### src/hdl/mcps_regs.svh
`ifndef MCPS_REGS_SVH
`define MCPS_REGS_SVH
// ****************************************
// timing constants
// ****************************************
// host clock period in ns
`define MCPS_CLK_PERIOD_NS 8
// fixed hold-off between the ok reply and pin release, in ms
`define MCPS_HOLD_OFF_MS 1000
`define MCPS_HOLD_OFF_CYC ((`MCPS_HOLD_OFF_MS * 1000000) / `MCPS_CLK_PERIOD_NS)
// host-chosen reply timeout, in ms
`define MCPS_RSP_TIMEOUT_MS 1500
`define MCPS_RSP_TIMEOUT_CYC ((`MCPS_RSP_TIMEOUT_MS * 1000000) / `MCPS_CLK_PERIOD_NS)
// card power step length, in us (least time, rounded up)
`define MCPS_STEP_US 10
`define MCPS_STEP_CYC ((`MCPS_STEP_US * 1000 + `MCPS_CLK_PERIOD_NS - 1) / `MCPS_CLK_PERIOD_NS)
// reset values of the pin drivers
`define MCPS_KEEP_OUT_RST 1'b0
`define MCPS_KEEP_OE_RST 1'b1
`endif

### src/hdl/mcps_pkg.sv
`default_nettype none
package mcps_pkg;

    // command channel words
    typedef enum logic [1:0] {CMD_NONE = 2'h0, CMD_FUNC_MIN = 2'h1, CMD_FUNC_FULL = 2'h2} mcps_cmd_e;
    typedef enum logic [1:0] {RSP_NONE = 2'h0, RSP_OK = 2'h1, RSP_ERROR = 2'h2} mcps_rsp_e;

    // host sequencer states
    typedef enum logic [4:0] {
        H_IDLE = 5'h01, H_ON = 5'h02, H_SEND = 5'h04, H_WAIT = 5'h08, H_HOLD = 5'h10
    } mcps_host_e;

    // card sequencer states
    typedef enum logic [5:0] {
        C_OFF = 6'h01, C_UP = 6'h02, C_ON = 6'h04, C_TASKS = 6'h08, C_DOWN = 6'h10, C_PARK = 6'h20
    } mcps_card_e;

    typedef struct packed {
        mcps_host_e state;
        logic keep_out;
        logic keep_oe;
        logic supply;
        logic cmd_valid;
        mcps_cmd_e cmd_code;
        logic [31:0] timer;
        logic [3:0] retries;
        logic timed_out;
    } mcps_host_s;

    typedef struct packed {
        mcps_card_e state;
        logic keep_meta;
        logic keep_sync;
        logic sup_meta;
        logic sup_sync;
        logic [1:0] phase;
        logic [10:0] step;
        logic pmu_en;
        logic rtc_en;
        logic core_en;
        logic card_rst;
        logic clk_req;
        logic tasks_start;
        logic rsp_valid;
        mcps_rsp_e rsp_code;
    } mcps_card_s;

endpackage
`default_nettype wire

### src/hdl/mcps_link_if.sv
`timescale 1ns/100ps
`default_nettype none
interface mcps_link_if;
    import mcps_pkg::*;

    // keep-on pin: host drive, its enable, and the board pull when undriven
    logic keep_on_out;
    logic keep_on_oe;
    logic board_pullup;
    logic keep_on_level;
    // card supply switch
    logic supply_en;
    // command channel
    logic cmd_valid;
    mcps_cmd_e cmd_code;
    logic rsp_valid;
    mcps_rsp_e rsp_code;

    // an undriven pin reads as the board pull, low when there is none
    assign keep_on_level = keep_on_oe ? keep_on_out : board_pullup;

    modport host
    (
        output keep_on_out,
        output keep_on_oe,
        output supply_en,
        output cmd_valid,
        output cmd_code,
        input rsp_valid,
        input rsp_code
    );

    modport card
    (
        input keep_on_level,
        input supply_en,
        input cmd_valid,
        input cmd_code,
        output rsp_valid,
        output rsp_code
    );
endinterface
`default_nettype wire

### src/hdl/mcps_host.sv
`timescale 1ns/100ps
`default_nettype none
`include "mcps_regs.svh"
module mcps_host
    import mcps_pkg::*;
#(
    // hold-off after the ok and the reply timeout, in host cycles
    parameter int unsigned HOLD_OFF_CYC = `MCPS_HOLD_OFF_CYC,
    parameter int unsigned RSP_TIMEOUT_CYC = `MCPS_RSP_TIMEOUT_CYC
)
(
    input wire logic core_clk,
    input wire logic rst,
    mcps_link_if.host link,
    // requests from software on this clock
    input wire logic power_on_req,
    input wire logic power_off_req,
    // board options: pin tied high, pin released to hi-z
    input wire logic tied_mode,
    input wire logic release_hiz,
    // status back to software
    output logic busy,
    output logic card_powered,
    output logic shutdown_timed_out,
    output logic [3:0] error_retries
);

    mcps_host_s r;
    mcps_host_s next_r;
    logic hold_done;
    logic wait_expired;
    logic got_ok;
    logic got_error;

    // ****************************************
    // decode helpers
    // ****************************************
    // a reply counts only in the cycle its valid pulse stands
    function automatic logic rsp_is(input logic valid, input mcps_rsp_e code, input mcps_rsp_e want);
        return valid && (code == want);
    endfunction

    // last count of a wait of the given length
    function automatic logic timer_at(input logic [31:0] count, input int unsigned limit);
        return count == 32'(limit - 1);
    endfunction

    // ****************************************
    // decode of the card reply
    // ****************************************
    // replies come from logic on this clock, so no synchroniser
    assign got_ok = rsp_is(link.rsp_valid, link.rsp_code, RSP_OK);
    assign got_error = rsp_is(link.rsp_valid, link.rsp_code, RSP_ERROR);
    // one shared timer: only one of the two waits runs at a time
    assign hold_done = timer_at(r.timer, HOLD_OFF_CYC);
    assign wait_expired = timer_at(r.timer, RSP_TIMEOUT_CYC);

    // ****************************************
    // next state
    // ****************************************
    always_comb
    begin
        next_r = r;
        // defaults: the command word is a one-cycle pulse
        next_r.cmd_valid = 1'b0;
        next_r.cmd_code = CMD_NONE;
        case (r.state)
            H_IDLE:
            begin
                // the pin is only driven high on an explicit request
                if (power_on_req)
                begin
                    next_r.state = H_ON;
                    next_r.supply = 1'b1;
                    next_r.keep_out = 1'b1;
                    // tied mode leaves the pin to the board pull-up
                    next_r.keep_oe = !tied_mode;
                    // retry and timeout history kept until the next power-on
                    next_r.timed_out = 1'b0;
                    next_r.retries = 4'h0;
                end
            end
            H_ON:
            begin
                // pin and supply untouched until the handshake is over
                if (power_off_req)
                begin
                    next_r.state = H_SEND;
                end
            end
            H_SEND:
            begin
                // one-cycle command word on the channel
                next_r.cmd_valid = 1'b1;
                next_r.cmd_code = CMD_FUNC_MIN;
                // timer restarts with every send, retries included
                next_r.timer = '0;
                next_r.state = H_WAIT;
            end
            H_WAIT:
            begin
                // timer runs from the command pulse; any reply ends the wait
                next_r.timer = r.timer + 32'h1;
                if (got_ok)
                begin
                    next_r.state = H_HOLD;
                    next_r.timer = '0;
                end
                else if (got_error)
                begin
                    // retry count saturates so it cannot wrap to zero
                    next_r.state = H_SEND;
                    if (r.retries != 4'hf)
                    begin
                        next_r.retries = r.retries + 4'h1;
                    end
                end
                else if (wait_expired)
                begin
                    // a lost ok is treated as an ok
                    next_r.state = H_HOLD;
                    next_r.timer = '0;
                    next_r.timed_out = 1'b1;
                end
            end
            H_HOLD:
            begin
                // fixed hold-off lets the card finish its own power-off
                // no early exit, even after a timeout: the card gets the full window
                next_r.timer = r.timer + 32'h1;
                if (hold_done)
                begin
                    next_r.state = H_IDLE;
                    // supply cut and pin released together, handshake done
                    next_r.supply = 1'b0;
                    next_r.keep_out = 1'b0;
                    next_r.keep_oe = !(release_hiz || tied_mode);
                    next_r.timer = '0;
                end
            end
            default:
            begin
                next_r.state = H_IDLE;
            end
        endcase
    end

    // ****************************************
    // state register
    // ****************************************
    // reset image: pin driven low, supply off, counters clear
    localparam mcps_host_s HOST_RST = '{
        state: H_IDLE,
        keep_out: `MCPS_KEEP_OUT_RST,
        keep_oe: `MCPS_KEEP_OE_RST,
        supply: 1'b0,
        cmd_valid: 1'b0,
        cmd_code: CMD_NONE,
        timer: 32'h0,
        retries: 4'h0,
        timed_out: 1'b0
    };

    // reset drives the pin low so the card stays off
    always_ff @(posedge core_clk)
    begin
        if (rst)
        begin
            r <= HOST_RST;
        end
        else
        begin
            r <= next_r;
        end
    end

    // ****************************************
    // outputs
    // ****************************************
    // pin drive and enable straight from flops: a glitch
    // on the enable would briefly power the card
    assign link.keep_on_out = r.keep_out;
    assign link.keep_on_oe = r.keep_oe;
    assign link.supply_en = r.supply;
    // command word is a flop, so the card sees a clean pulse
    assign link.cmd_valid = r.cmd_valid;
    assign link.cmd_code = r.cmd_code;
    // requests outside idle or on are dropped while the sequence runs
    assign busy = (r.state != H_IDLE) && (r.state != H_ON);
    assign card_powered = r.supply;
    assign shutdown_timed_out = r.timed_out;
    assign error_retries = r.retries;

endmodule
`default_nettype wire

### src/flat_wrapper.sv
// flat-port wrapper written by rule: the top's interface ports become plain ports
module mcps_host_flat import mcps_pkg::*;
#(
                                                                  
    parameter int unsigned HOLD_OFF_CYC = `MCPS_HOLD_OFF_CYC,
    parameter int unsigned RSP_TIMEOUT_CYC = `MCPS_RSP_TIMEOUT_CYC
)
  (core_clk, rst, power_on_req, power_off_req, tied_mode, release_hiz, busy, card_powered, shutdown_timed_out, error_retries, link_keep_on_out, link_keep_on_oe, link_supply_en, link_cmd_valid, link_cmd_code, link_rsp_valid, link_rsp_code);
  mcps_link_if link_i ();
  input wire logic core_clk;
  input wire logic rst;
  input wire logic power_on_req;
  input wire logic power_off_req;
  input wire logic tied_mode;
  input wire logic release_hiz;
  output logic busy;
  output logic card_powered;
  output logic shutdown_timed_out;
  output logic [3:0] error_retries;
  output wire logic [$bits(link_i.keep_on_out)-1:0] link_keep_on_out;
  output wire logic [$bits(link_i.keep_on_oe)-1:0] link_keep_on_oe;
  output wire logic [$bits(link_i.supply_en)-1:0] link_supply_en;
  output wire logic [$bits(link_i.cmd_valid)-1:0] link_cmd_valid;
  output wire logic [$bits(link_i.cmd_code)-1:0] link_cmd_code;
  input wire logic [$bits(link_i.rsp_valid)-1:0] link_rsp_valid;
  input wire logic [$bits(link_i.rsp_code)-1:0] link_rsp_code;
  assign link_keep_on_out = link_i.keep_on_out;
  assign link_keep_on_oe = link_i.keep_on_oe;
  assign link_supply_en = link_i.supply_en;
  assign link_cmd_valid = link_i.cmd_valid;
  assign link_cmd_code = link_i.cmd_code;
  assign link_i.rsp_valid = link_rsp_valid;
  assign link_i.rsp_code = link_rsp_code;
  mcps_host #(.HOLD_OFF_CYC(HOLD_OFF_CYC), .RSP_TIMEOUT_CYC(RSP_TIMEOUT_CYC)) u_core (.core_clk(core_clk), .rst(rst), .link(link_i), .power_on_req(power_on_req), .power_off_req(power_off_req), .tied_mode(tied_mode), .release_hiz(release_hiz), .busy(busy), .card_powered(card_powered), .shutdown_timed_out(shutdown_timed_out), .error_retries(error_retries));
endmodule
### config.mk
export PLATFORM = sky130hd
export DESIGN_NAME = mcps_host_flat
export DESIGN_NICKNAME = d
export VERILOG_FILES = /design/src/hdl/mcps_pkg.sv /design/src/hdl/mcps_link_if.sv /design/src/hdl/mcps_host.sv /design/src/flat_wrapper.sv
export VERILOG_INCLUDE_DIRS = /design/src /design/src/hdl
export SDC_FILE = /design/constraint.sdc
export NUM_CORES = 1
export LEC_CHECK = 0
export BUFFER_PORTS_ARGS = -buffer_cell sky130_fd_sc_hd__buf_2
export CAP_MARGIN = 5
export CELL_PAD_IN_SITES_DETAIL_PLACEMENT = 1
export CELL_PAD_IN_SITES_GLOBAL_PLACEMENT = 1
export CORE_MARGIN = 2
export CORE_UTILIZATION = 47
export CTS_CLUSTER_DIAMETER = 60
export DETAILED_ROUTE_END_ITERATION = 6
export PLACE_DENSITY = 0.95
export SYNTH_ARGS = -nofsm -noshare
export SYNTH_HDL_FRONTEND = slang
export SYNTH_SLANG_ARGS = --single-unit
### constraint.sdc
create_clock -name core_clk -period 4.65 [get_ports core_clk]
set_input_delay 0.2325 -clock core_clk [delete_from_list [all_inputs] [get_ports core_clk]]
set_output_delay 0.2325 -clock core_clk [all_outputs]
set_load 0.01 [all_outputs]
### Word level (Yosys, flattened, before mapping)

Cells that the tools add are included.

* add/subtract/negate cells: 2
* eq/ne operators: 21
* mux-type cells: 21
* reduce and logical (&&, ||, !) cells: 13

Operators by type and width (number)
* $mux W32: 4
* $pmux W32 S3: 1
* $add A32 B1 Y32 const B: 1
* $eq A32 B27 Y1 const B: 1
* $eq A32 B28 Y1 const B: 1
* $mux W5: 6
* $pmux W5 S5: 1
* $mux W8: 2
* $pmux W5 S2: 1
* $reduce_and A5 Y1: 2
* $mux W4: 2
* $ne A2 B1 Y1 const B: 4
* $ne A2 B2 Y1 const B: 4
* $pmux W3 S2: 1
* $eq A5 B1 Y1 const B: 1
* $eq A5 B2 Y1 const B: 1
* $eq A5 B3 Y1 const B: 1
* $eq A5 B4 Y1 const B: 1
* $eq A5 B5 Y1 const B: 1
* $ne A5 B1 Y1 const B: 1
* $ne A5 B2 Y1 const B: 1
* $add A4 B1 Y4 const B: 1
* $ne A4 B1 Y1 const B: 1
* $ne A4 B4 Y1 const B: 1
* other kinds (11): 16

* bits in registers: 48
* input bits: 9
* output and inout port bits: 13

### Logic depth before layout (Yosys ltp)

Gate-level depths: netlist of the first run.

* depth after elaboration: 5
* mapped depth: 9
* depth with buffers taken out: 7

### Worst setup path before layout of the first run

No wires, ideal clock.

* kind: register -> register
* from: register u_core.r[12] in the netlist's numbering
* to: register u_core.r[17] in the netlist's numbering
* library setup time: 0.117 ns
* data arrival time: 2.406 ns
* required time: 4.533 ns
* setup slack: 2.127 ns
* stages on the path, launching flop included: 8
* buffers on the path: 2
* period minus slack after synthesis: 2.523 ns
* path through: dfxtp_1 -> or4_1 -> or4_1 -> or4_4 -> o2bb2ai_2 -> buf_6 -> buf_6 -> a22o_1

* word-level cells in the longest chain between the ends: 5
* elaborated cells between the ends (all ways): 8
* classes of those cells: add/sub (1); eq/ne (2); mux (5)

Ends and longest elaborated chain
* start, declared: RTL line mcps_host.sv:28 `mcps_host_s r;`
* start signal, assigned: RTL line mcps_host.sv:173 `r <= next_r;`
* $add A32 B1 Y32 or $eq A32 B28 Y1 (tied branches): RTL line mcps_host.sv:103, mcps_host.sv:130, mcps_host.sv:45
* $mux W32: RTL line mcps_host.sv:118 `else if (wait_expired)`
* $mux W32: RTL line mcps_host.sv:109 `else if (got_error)`
* $mux W32: RTL line mcps_host.sv:104 `if (got_ok)`
* $pmux W32 S3 *: RTL line mcps_host.sv:67 `case (r.state)`

Mark *: on every way between the ends. The rest lies on a longest branch, timed or not.
A chain may end at the register's enable or synchronous reset.

### Final worst setup path of the first run

* from: register u_core.r[12] in the netlist's numbering
* to: register u_core.r[29] in the netlist's numbering

The elaborated chain is that of the path after synthesis.

==> summary.md, run 1 <==
| Metric | Value |
|---|---|
| Status | complete, no violations |
| Max Buffers Root-to-Sink | 2 |
| Post-synthesis sequential area ratio | 35.4% |
| Setup tns final | 0 ns |
| First-pass iteration count of the detailed router | 4 |
| Synth Area in Compound Gates | 17.4% |
| All-layer global routing usage | 22.8% |
| Routed WL per cell | 16.3 microns |
| Global route total overflow | 0 |
| Nets | 345 |
| WP data arrival | 3.25 ns |
| CTS root buf | clkbuf_8 |
| Hold_buf cts | 0 |
| Slew Limit Fails | 0 |
| Fmax | 327 MHz |
| Synth-to-Final Area Change | 5.41% |
| Power Dens Cells | 252 nW/um^2 |
| Initial antenna violation count | 0 |
| Main flop type after synthesis | dfxtp_1 |
| Crit-path most repeated cell | or4_1 |
| Crit end category | register |
| Normalized max-slew margin | 35.2% |
| Htree depth | 2 |
| Detailed Place HPWL | 4730 microns |
| Die Wd | 77.6 microns |
| Final Skew | 0.0124 ns |
| Io pins | 22 |
| Final total power | 677 uW |
| Ys Warns | 0 |
| Pre-CTS worst setup slack | 1.61 ns |
| TritonCTS clock tree | done |
| Crit-path slowest cell | or4_1 |
| Initial Utilization | 49.2% |
| Synth async-reset ratio | 0% |
| Yosys top cell area share | 35.4% |
| Post-synthesis register bit count | 45 |
| Design area | 2680 sq um |
| Vias per Instance | 6.13 |
| Largest stage delay on the critical path | 0.53 ns |
| Routed Wire Length | 6600 microns |
| Cell with the most instances after synthesis | nand2_1 |
| Mux share of post-synthesis cell area | 1.18% |
| Leak pwr | 0.997 nW |
| Worst min path class | input port to register |
| Num rows | 26 |
| RSZ-0062 raised after global routing | no |
| Final hold viol count | 0 |
| GR met1 Demand/Resource | 28.1% |
| Maxcap violations | 0 |
| Cell Area, Placed | 2600 sq um |
| CTS buffer count | 5 |
| GRT Max-Usage Layer | met2 |
| Pin count of the biggest net entering global routing | 25 |
| First-pass GRT wire length | 11300 microns |
| Synth Area in XOR/XNOR | 3.10% |
| Post-CTS Setup Inserts | 0 |
| CP Cell Sequence | or4_1 -> or4_1 -> or4_4 -> o2bb2ai_2 -> buf_4 -> and3_1 -> a221o_1 |
| Clock latency on the worst-skew pair | 0.30 ns |
| Peak VDD IR | 0.000127 V |
| Met2 usage | 40.6% |
| Vias | 2481 |
| Routability cong. | 0.835 |
| Final WS setup | 1.59 ns |
| Fraction of layout cells with a size suffix above 1 | 9.85% |
| Fin crit period | 3.06 ns |
| Post-synth EDFFs | 0 |
| Top cells by count, synth | nand2_1 (47), dfxtp_1 (45), nor2_1 (35) |
| Library cells used by synthesis | 48 |
| DR iter-0 viols | 151 |
| Vias in the first global route | 2409 |
| Top cells by area, synth | dfxtp_1 (35%), nand2_1 (6.9%), a31oi_1 (5.2%) |
| Main combinational cell family by area after synthesis | simple AND/OR/NAND/NOR gates |
| Die Area | 6020 sq um |
| CP Max Fanout | 24 |
| Ant diodes | 0 |
| Post-route DRC violation count | 0 |
| Post-synth top area cell | dfxtp_1 |
| Synthesized cell area | 2550 sq um |
| Synth Area in Adders | 0.983% |
| Met3 Usage GRT | 3.60% |
| Core Box Area | 5170 sq um |
| WS Path Type | register to register |
| Final Setup Violations | 0 |
| Routed Antenna Nets | 0 |
| Final hold slack | 0.169 ns |
| # port buffers | 20 |
| Measured slew at the worst slew-check pin | 0.972 ns |
| Tcrit/Tclk final | 65.8% |
| Syn Area/Cell | 7.67 sq um |
| Required @ worst endpoint | 4.84 ns |
| Die Y | 77.6 microns |
| Synth Net Count | 343 |
| Clock-pin slew on the worst setup and hold paths | 0.08 ns |
| Sink Count | 45 |
| Simple-Gate Fraction of Synth Area | 34.7% |
| # resized after CTS | 0 |
| Worst Setup Start Kind | register |
| Syn Inst Count | 332 |
==> cells by family after synthesis <==
group | Yosys count
buffers and inverters | 35
and+or+nand+nor | 170
other | 1
DFF | 45
xor gates and xnor gates | 9
muxes | 3
AOI/OAI and AO/OA | 67
adders and majority gates | 2
==> final timing paths <==
path,start,endpoint,slack (ns),depth (start not counted)
setup / recovery,u_core.r[12],u_core.r[29],1.59,7
hold / removal,tied_mode,u_core.link.keep_on_oe,0.17,2
setup reg to reg,u_core.r[12],u_core.r[29],1.59,7
hold reg to reg,u_core.r[36],u_core.r[36],0.47,1
==> cells in the final DEF (no fill, tap or decap), drive strengths merged, types with 4 or more instances in the layout <==
cell	Yosys	routed
clkbuf	14	7
and4	5	5
and3	11	11
o21ai	8	8
a21oi	17	17
buf	13	22
nor2	35	35
nand4	13	13
nand3	20	20
nor3	4	4
nor4b	4	4
a31oi	21	21
xor2	6	6
a221o	4	4
a22o	5	5
nand2	47	47
nand3b	9	9
dfxtp	45	45
inv	8	8
nor4	4	4
==> report_power, final <==
| group | internal (mW) | switching (mW) |
|---|---|---|
| combinational | 0.0155 | 0.0270 |
| clock | 0.107 | 0.135 |
| sequential | 0.389 | 0.00383 |
| total | 0.511 | 0.166 |
==> worst max-delay path, delay by kind of cell, from the launching register on <==
family | cells | cell delay (ns)
flip-flops | 1 | 0.38
AO/OA/AOI/OAI | 2 | 0.57
buffers and inverters | 1 | 0.31
AND/OR/NAND/NOR | 4 | 1.70
==> routing by layer <==
| metal | vias to the layer above | share of wire, % |
|---|---|---|
| met3 | 7 | 3.4 |
| met5 | - | 0 |
| li1 | 1198 | - |
| met4 | 0 | 1.2 |
| met2 | 45 | 49 |
| met1 | 1231 | 46 |
==> state kept, by name (all words and copies together) (netlist names) <==
| signal | flops |
|---|---|
| u_core.shutdown_timed_out | 1 |
| u_core.link.keep_on_out | 1 |
| u_core.error_retries | 4 |
| u_core.link.keep_on_oe | 1 |
| u_core.r | 37 |
| u_core.link.cmd_code | 1 |
==> stage by stage <==
step,cells,utilization (%)
2_1_floorplan,332,-
3_3_place_gp,397,50.3
3_5_place_dp,397,50.3
4_1_cts,405,51.9
5_1_grt,405,51.9
6_report,405,51.9
==> final cells by class <==
cell class / count / area [sq um]
fillers: 665 / 2490
clock buffers: 7 / 76.3
repair buffers: 22 / 115
multi-input cells: 252 / 1470
flip-flops and latches: 45 / 901
clock inverters: 1 / 7.51
well taps: 70 / 87.6
inverters: 8 / 30.0
Power figures use the tool's default switching activity.
==> run 2: changes to the inputs <==
- CORE_UTILIZATION: 47 -> 40
- PLACE_DENSITY: 0.95 -> 0.87
- clock period: 4.65 -> 2.5 ns (I/O delays scaled with it)
==> summary.md, run 2 (synthesis results as in run 1) <==
| Metric | Value |
|---|---|
| Status | complete, but fails checks (was complete, no violations) |
| Violated checks | setup timing |
| Hold_buf cts | 0 (unchanged) |
| Fill cells | 785 (was 665) |
| Worst Setup Start Kind | register (unchanged) |
| Tcrit/Tclk final | 105% (was 65.8%) |
| Io pins | 22 (unchanged) |
| Required @ worst endpoint | 2.70 ns (was 4.84 ns) |
| Clock-pin slew on the worst setup and hold paths | 0.09 ns (was 0.08 ns) |
| Routed WL per cell | 19.5 microns (was 16.3 microns) |
| Num rows | 29 (was 26) |
| Crit-path most repeated cell | or4_4 (was or4_1) |
| Final hold viol count | 0 (unchanged) |
| Initial antenna violation count | 0 (unchanged) |
| CTS buffer count | 5 (unchanged) |
| Routed Wire Length | 8780 microns (was 6600 microns) |
| Most frequent cells in the layout | nand2_1 (44), dfxtp_1 (44), nor2_1 (34), buf_4 (31) (was nand2_1 (47), dfxtp_1 (45), nor2_1 (35), a31oi_1 (21)) |
| Fraction of layout cells with a size suffix above 1 | 26.3% (was 9.85%) |
| Slew Limit Fails | 0 (unchanged) |
| Max Buffers Root-to-Sink | 2 (unchanged) |
| Htree depth | 2 (unchanged) |
| Pin count of the biggest net entering global routing | 16 (was 25) |
| Largest stage delay on the critical path | 0.52 ns (was 0.53 ns) |
| Crit end category | register (unchanged) |
| Leak pwr | 1.25 nW (was 0.997 nW) |
| Placed Cells | 436 (was 397) |
| Maxcap violations | 0 (unchanged) |
| Vias per Instance | 6.14 (was 6.13) |
| First-pass GRT wire length | 13600 microns (was 11300 microns) |
| TritonCTS clock tree | done (unchanged) |
| DR iter-0 viols | 132 (was 151) |
| Vias in the first global route | 2791 (was 2409) |
| Fmax | 379 MHz (was 327 MHz) |
| CP bufs+invs | 1 (unchanged) |
| Core Box Area | 6240 sq um (was 5170 sq um) |
| CP Max Fanout | 8 (was 24) |
| # port buffers | 20 (unchanged) |
| Synth-to-Final Area Change | 25.6% (was 5.41%) |
| Vias | 2763 (was 2481) |
| Global route total overflow | 0 (unchanged) |
| Clock latency on the worst-skew pair | 0.31 ns (was 0.30 ns) |
| Final WS setup | -0.136 ns (was 1.59 ns) |
| Kind of cell adding the most delay to the critical path | simple AND/OR/NAND/NOR gates (unchanged) |
| First-pass iteration count of the detailed router | 4 (unchanged) |
| Final Setup Violations | 32 (was 0) |
| CTS root buf | clkbuf_8 (unchanged) |
| Initial Utilization | 40.8% (was 49.2%) |
| Routed Antenna Nets | 0 (unchanged) |
| R2R Setup Slk | -0.14 ns (was 1.59 ns) |
| Peak VDD IR | 0.000255 V (was 0.000127 V) |
| All-layer global routing usage | 23.9% (was 22.8%) |
| RSZ-0062 raised after global routing | yes (was no) |
| Measured slew at the worst slew-check pin | 0.664 ns (was 0.972 ns) |
| Normalized max-slew margin | 55.1% (was 35.2%) |
| Crit-path slowest cell | or4_4 (was or4_1) |
| CP Cell Sequence | or4_4 -> or4_4 -> or4_4 -> o2bb2ai_4 -> buf_4 -> a221o_1 (was or4_1 -> or4_1 -> or4_4 -> o2bb2ai_2 -> buf_4 -> and3_1 -> a221o_1) |
| Die Y | 83.8 microns (was 77.6 microns) |
| Ant diodes | 0 (unchanged) |
| Post-route DRC violation count | 0 (unchanged) |
| Sink Count | 45 (unchanged) |
| Final Skew | 0.00634 ns (was 0.0124 ns) |
| WP data arrival | 2.84 ns (was 3.25 ns) |
| Fin crit period | 2.64 ns (was 3.06 ns) |
| Max reg flops | 37 (unchanged) |
| Worst min path class | input port to register (unchanged) |
| Die Area | 7020 sq um (was 6020 sq um) |
| Detailed Place HPWL | 5560 microns (was 4730 microns) |
| Largest Register | u_core.r (unchanged) |
| Power Dens Cells | 418 nW/um^2 (was 252 nW/um^2) |
| Final total power | 1.34 mW (was 677 uW) |
| WS Path Type | register to register (unchanged) |
| Routability cong. | 0.821 (was 0.835) |
| Die Wd | 83.8 microns (was 77.6 microns) |
| Fin cells | 450 (was 405) |
| Nets | 383 (was 345) |
==> run 2: cell count changes in the layout (fill, tap and decap cells not counted), sizes merged <==
cell,previous run,this run
o2bb2ai,2,3
clkinv,0,1
buf,22,59
clkinvlp,1,0
==> run 2: where the power goes <==
group	total, mW	internal (mW)	switching (mW)	leakage, nW
sequential	0.731	0.723	0.00747	0.364
combinational	0.0868	0.0313	0.0556	0.831
clock	0.518	0.251	0.267	0.0542
==> run 2: cell type report <==
cell class,instances,area (sq um),share of cell area [%]
well taps,77,96.3,3.01
multi-input cells,253,1640,51.4
clock buffers,7,96.3,3.01
flip-flops and latches,45,902,28.2
inverters,8,30.0,0.939
repair buffers,59,423,13.2
clock inverters,1,5.00,0.157
==> run 2: layer usage <==
metal  global-route usage (%)  part of all wire [%]  up-vias
li1                         -                     -     1281
met2                     44.7                    52       80
met1                     27.4                    41     1372
met3                     3.66                   4.3       30
met5                        0                     0        -
met4                     8.06                   3.4        0
==> run 2: repair_timing <==
item	in CTS	in global routing
setup endpoints to repair	33	33
cloned	1	0
pin swaps	5	12
resized for setup	11	31
setup buffers	2	3
==> run 2: final timing paths <==
check / from / end / cells past startpoint
max: u_core.r[12] / u_core.r[22] / 6
max reg2reg: u_core.r[12] / u_core.r[22] / 6
min reg2reg: u_core.shutdown_timed_out / u_core.shutdown_timed_out / 2
min: tied_mode / u_core.link.keep_on_oe / 2
==> run 2: stage by stage <==
step / worst slack (ns) / instance area, sq um / utilization (%) / TNS, ns / hold slack (ns)
floorplan: -0.0231 / 2550 / - / -0.142 / 0.254
global placement: -0.134 / 2850 / 45.6 / -1.40 / 0.360
detailed placement: -0.195 / 2850 / 45.6 / -3.17 / 0.376
CTS: -0.112 / 3040 / 48.7 / -1.87 / 0.0500
global route: -0.170 / 3200 / 51.2 / -3.66 / 0.0499
finish: -0.136 / 3200 / 51.2 / -1.98 / 0.0452
==> run 3: changes to the inputs <==
- CORE_ASPECT_RATIO: default -> 1.4
==> summary.md, run 3 (synthesis results as in run 1) <==
| Metric | Value |
|---|---|
| Status | complete, but fails checks (unchanged) |
| Violated checks | setup timing (unchanged) |
| Peak VDD IR | 0.000248 V (was 0.000255 V) |
| Vias | 2687 (was 2763) |
| Ant diodes | 0 (unchanged) |
| Placed Cells | 429 (was 436) |
| Nets | 378 (was 383) |
| Io pins | 22 (unchanged) |
| Sink Count | 45 (unchanged) |
| Num rows | 34 (was 29) |
| CTS root buf | clkbuf_8 (unchanged) |
| Crit end category | register (unchanged) |
| FF-to-FF path depth | 6 (unchanged) |
| Die Y | 98.4 microns (was 83.8 microns) |
| Max Buffers Root-to-Sink | 2 (unchanged) |
| WP data arrival | 2.86 ns (was 2.84 ns) |
| Htree depth | 2 (unchanged) |
| CTS buffer count | 5 (unchanged) |
| R2R Setup Slk | -0.16 ns (was -0.14 ns) |
| Initial Utilization | 41.3% (was 40.8%) |
| Hold Crit Endpoint | u_core.link.keep_on_oe (unchanged) |
| Routed Wire Length | 8020 microns (was 8780 microns) |
| First-pass iteration count of the detailed router | 4 (unchanged) |
| All-layer global routing usage | 22.8% (was 23.9%) |
| Vias per Instance | 6.12 (was 6.14) |
| Final core utilization | 50.1% (was 51.2%) |
| Final hold viol count | 0 (unchanged) |
| CP Max Fanout | 6 (was 8) |
| Leak pwr | 1.21 nW (was 1.25 nW) |
| Die Area | 7030 sq um (was 7020 sq um) |
| Required @ worst endpoint | 2.70 ns (about the same) |
| Clock-pin slew on the worst setup and hold paths | 0.09 ns (about the same) |
| Routability cong. | 0.877 (was 0.821) |
| Routed Antenna Nets | 0 (unchanged) |
| WS Path Type | register to register (unchanged) |
| Setup tns final | -2.76 ns (was -1.98 ns) |
| DR iter-0 viols | 106 (was 132) |
| # port buffers | 20 (unchanged) |
| Maxcap violations | 0 (unchanged) |
| Normalized max-slew margin | 56.4% (was 55.1%) |
| Initial antenna violation count | 0 (unchanged) |
| Largest Register | u_core.r (unchanged) |
| Pre-CTS worst setup slack | -0.116 ns (was -0.195 ns) |
| Vias in the first global route | 2772 (was 2791) |
| Fin cells | 439 (was 450) |
| Core Box Area | 6170 sq um (was 6240 sq um) |
| First-pass GRT wire length | 13000 microns (was 13600 microns) |
| Synth-to-Final Area Change | 21.3% (was 25.6%) |
| RSZ-0062 raised after global routing | yes (unchanged) |
| Fraction of layout cells with a size suffix above 1 | 22.3% (was 26.3%) |
| Final WS setup | -0.164 ns (was -0.136 ns) |
| Tcrit/Tclk final | 107% (was 105%) |
| WHS Path Cells | 2 (unchanged) |
| Power Dens Cells | 441 nW/um^2 (was 418 nW/um^2) |
| Die Wd | 71.4 microns (was 83.8 microns) |
| Fill cells | 775 (was 785) |
| Measured slew at the worst slew-check pin | 0.644 ns (was 0.664 ns) |
| Routed WL per cell | 18.3 microns (was 19.5 microns) |
| Final Skew | 0.00608 ns (was 0.00634 ns) |
| Pin count of the biggest net entering global routing | 17 (was 16) |
| Most frequent cells in the layout | nand2_1 (46), dfxtp_1 (44), nor2_1 (34), buf_4 (24), a31oi_1 (21) (was nand2_1 (44), dfxtp_1 (44), nor2_1 (34), buf_4 (31)) |
| Worst min path class | input port to register (unchanged) |
| Leading cell type in the layout, fill and taps excluded | nand2_1 |
| Post-route DRC violation count | 0 (unchanged) |
| Detailed Place HPWL | 5460 microns (was 5560 microns) |
| Clock latency on the worst-skew pair | 0.31 ns (about the same) |
| Final Setup Violations | 31 (was 32) |
| TritonCTS clock tree | done (unchanged) |
| Slew Limit Fails | 0 (unchanged) |
| Worst Setup Start Kind | register (unchanged) |
| Hold path start | tied_mode (unchanged) |
| Global route total overflow | 0 (unchanged) |
| Worst r2r src | u_core.r[12] (unchanged) |
| Max reg flops | 37 (unchanged) |
| Fmax | 375 MHz (was 379 MHz) |
| FF-to-FF End | u_core.r[29] (was u_core.r[22]) |
| Fin crit period | 2.66 ns (was 2.64 ns) |
run 3: cell count changes in the layout (fill, tap and decap cells not counted), moves of 2 or more:
cell / previous run / this run
nand2_1: 44 / 46
buf_6: 8 / 10
buf_4: 31 / 24
nand3_1: 17 / 19
clkbuf_8: 7 / 5
nand3_2: 3 / 1
run 3: worst max-delay path by stage:
stage                  from      endpoint  slack [ns]  cells after the start
2_1_floorplan  u_core.r[12]  u_core.r[17]       -0.02                      7
3_3_place_gp   u_core.r[12]  u_core.r[17]       -0.09                      7
3_5_place_dp   u_core.r[12]  u_core.r[19]       -0.12                      6
4_1_cts        u_core.r[12]  u_core.r[29]       -0.18                      6
5_1_grt        u_core.r[12]  u_core.r[36]       -0.23                      7
6_report       u_core.r[12]  u_core.r[29]       -0.16                      6
run 3: critical path, cell delays in order (launching register included):
cell	delay, ns
dfxtp_2	0.33
or4_1	0.52
or4_4	0.53
or4_4	0.48
o2bb2ai_2	0.22
and3_1	0.21
a221o_1	0.26
run 3: layer usage:
layer  vias to the layer above  share of wire, %  GRT usage (%)
met5                         -                 0              0
met4                         0               3.8           14.1
met3                        24               3.5           3.82
met2                        65                53           40.2
met1                      1329                39           24.8
li1                       1269                 -              -
run 3: where the power goes:
group	switching (mW)	internal [mW]
Sequential	0.00691	0.723
Combinational	0.0543	0.0295
Clock	0.257	0.291
Total	0.318	1.04
run 3: timing repair:
| action | CTS | global route |
|---|---|---|
| gates resized for setup | 15 | 17 |
| buffers inserted | 0 | 1 |
| hold buffers | 0 | 0 |
| cloned | 1 | 1 |
| pin swaps | 2 | 7 |
| endpoints found under the hold margin | 0 | 0 |
| setup endpoints to repair | 33 | 34 |
run 3: layout make-up:
type                       count  area, sq um  area share [%]
inverter                       8         30.0           0.972
clock inverter                 2         35.0            1.13
tap                           72         90.1            2.92
clock buffer                   5         68.8            2.23
timing repair buffer          54          393            12.7
sequential                    45          902            29.2
multi-input combinational    253         1570            50.8
run 3: through the flow:
stage	hold WS, ns	cell area, sq um	total power [mW]
after global placement	0.355	2830	0.826
final	0.0599	3090	1.36
after detailed placement	0.377	2830	0.830
after global routing	0.0740	3090	1.41
after CTS	0.0495	3000	1.37
after floorplan	0.254	2550	0.802
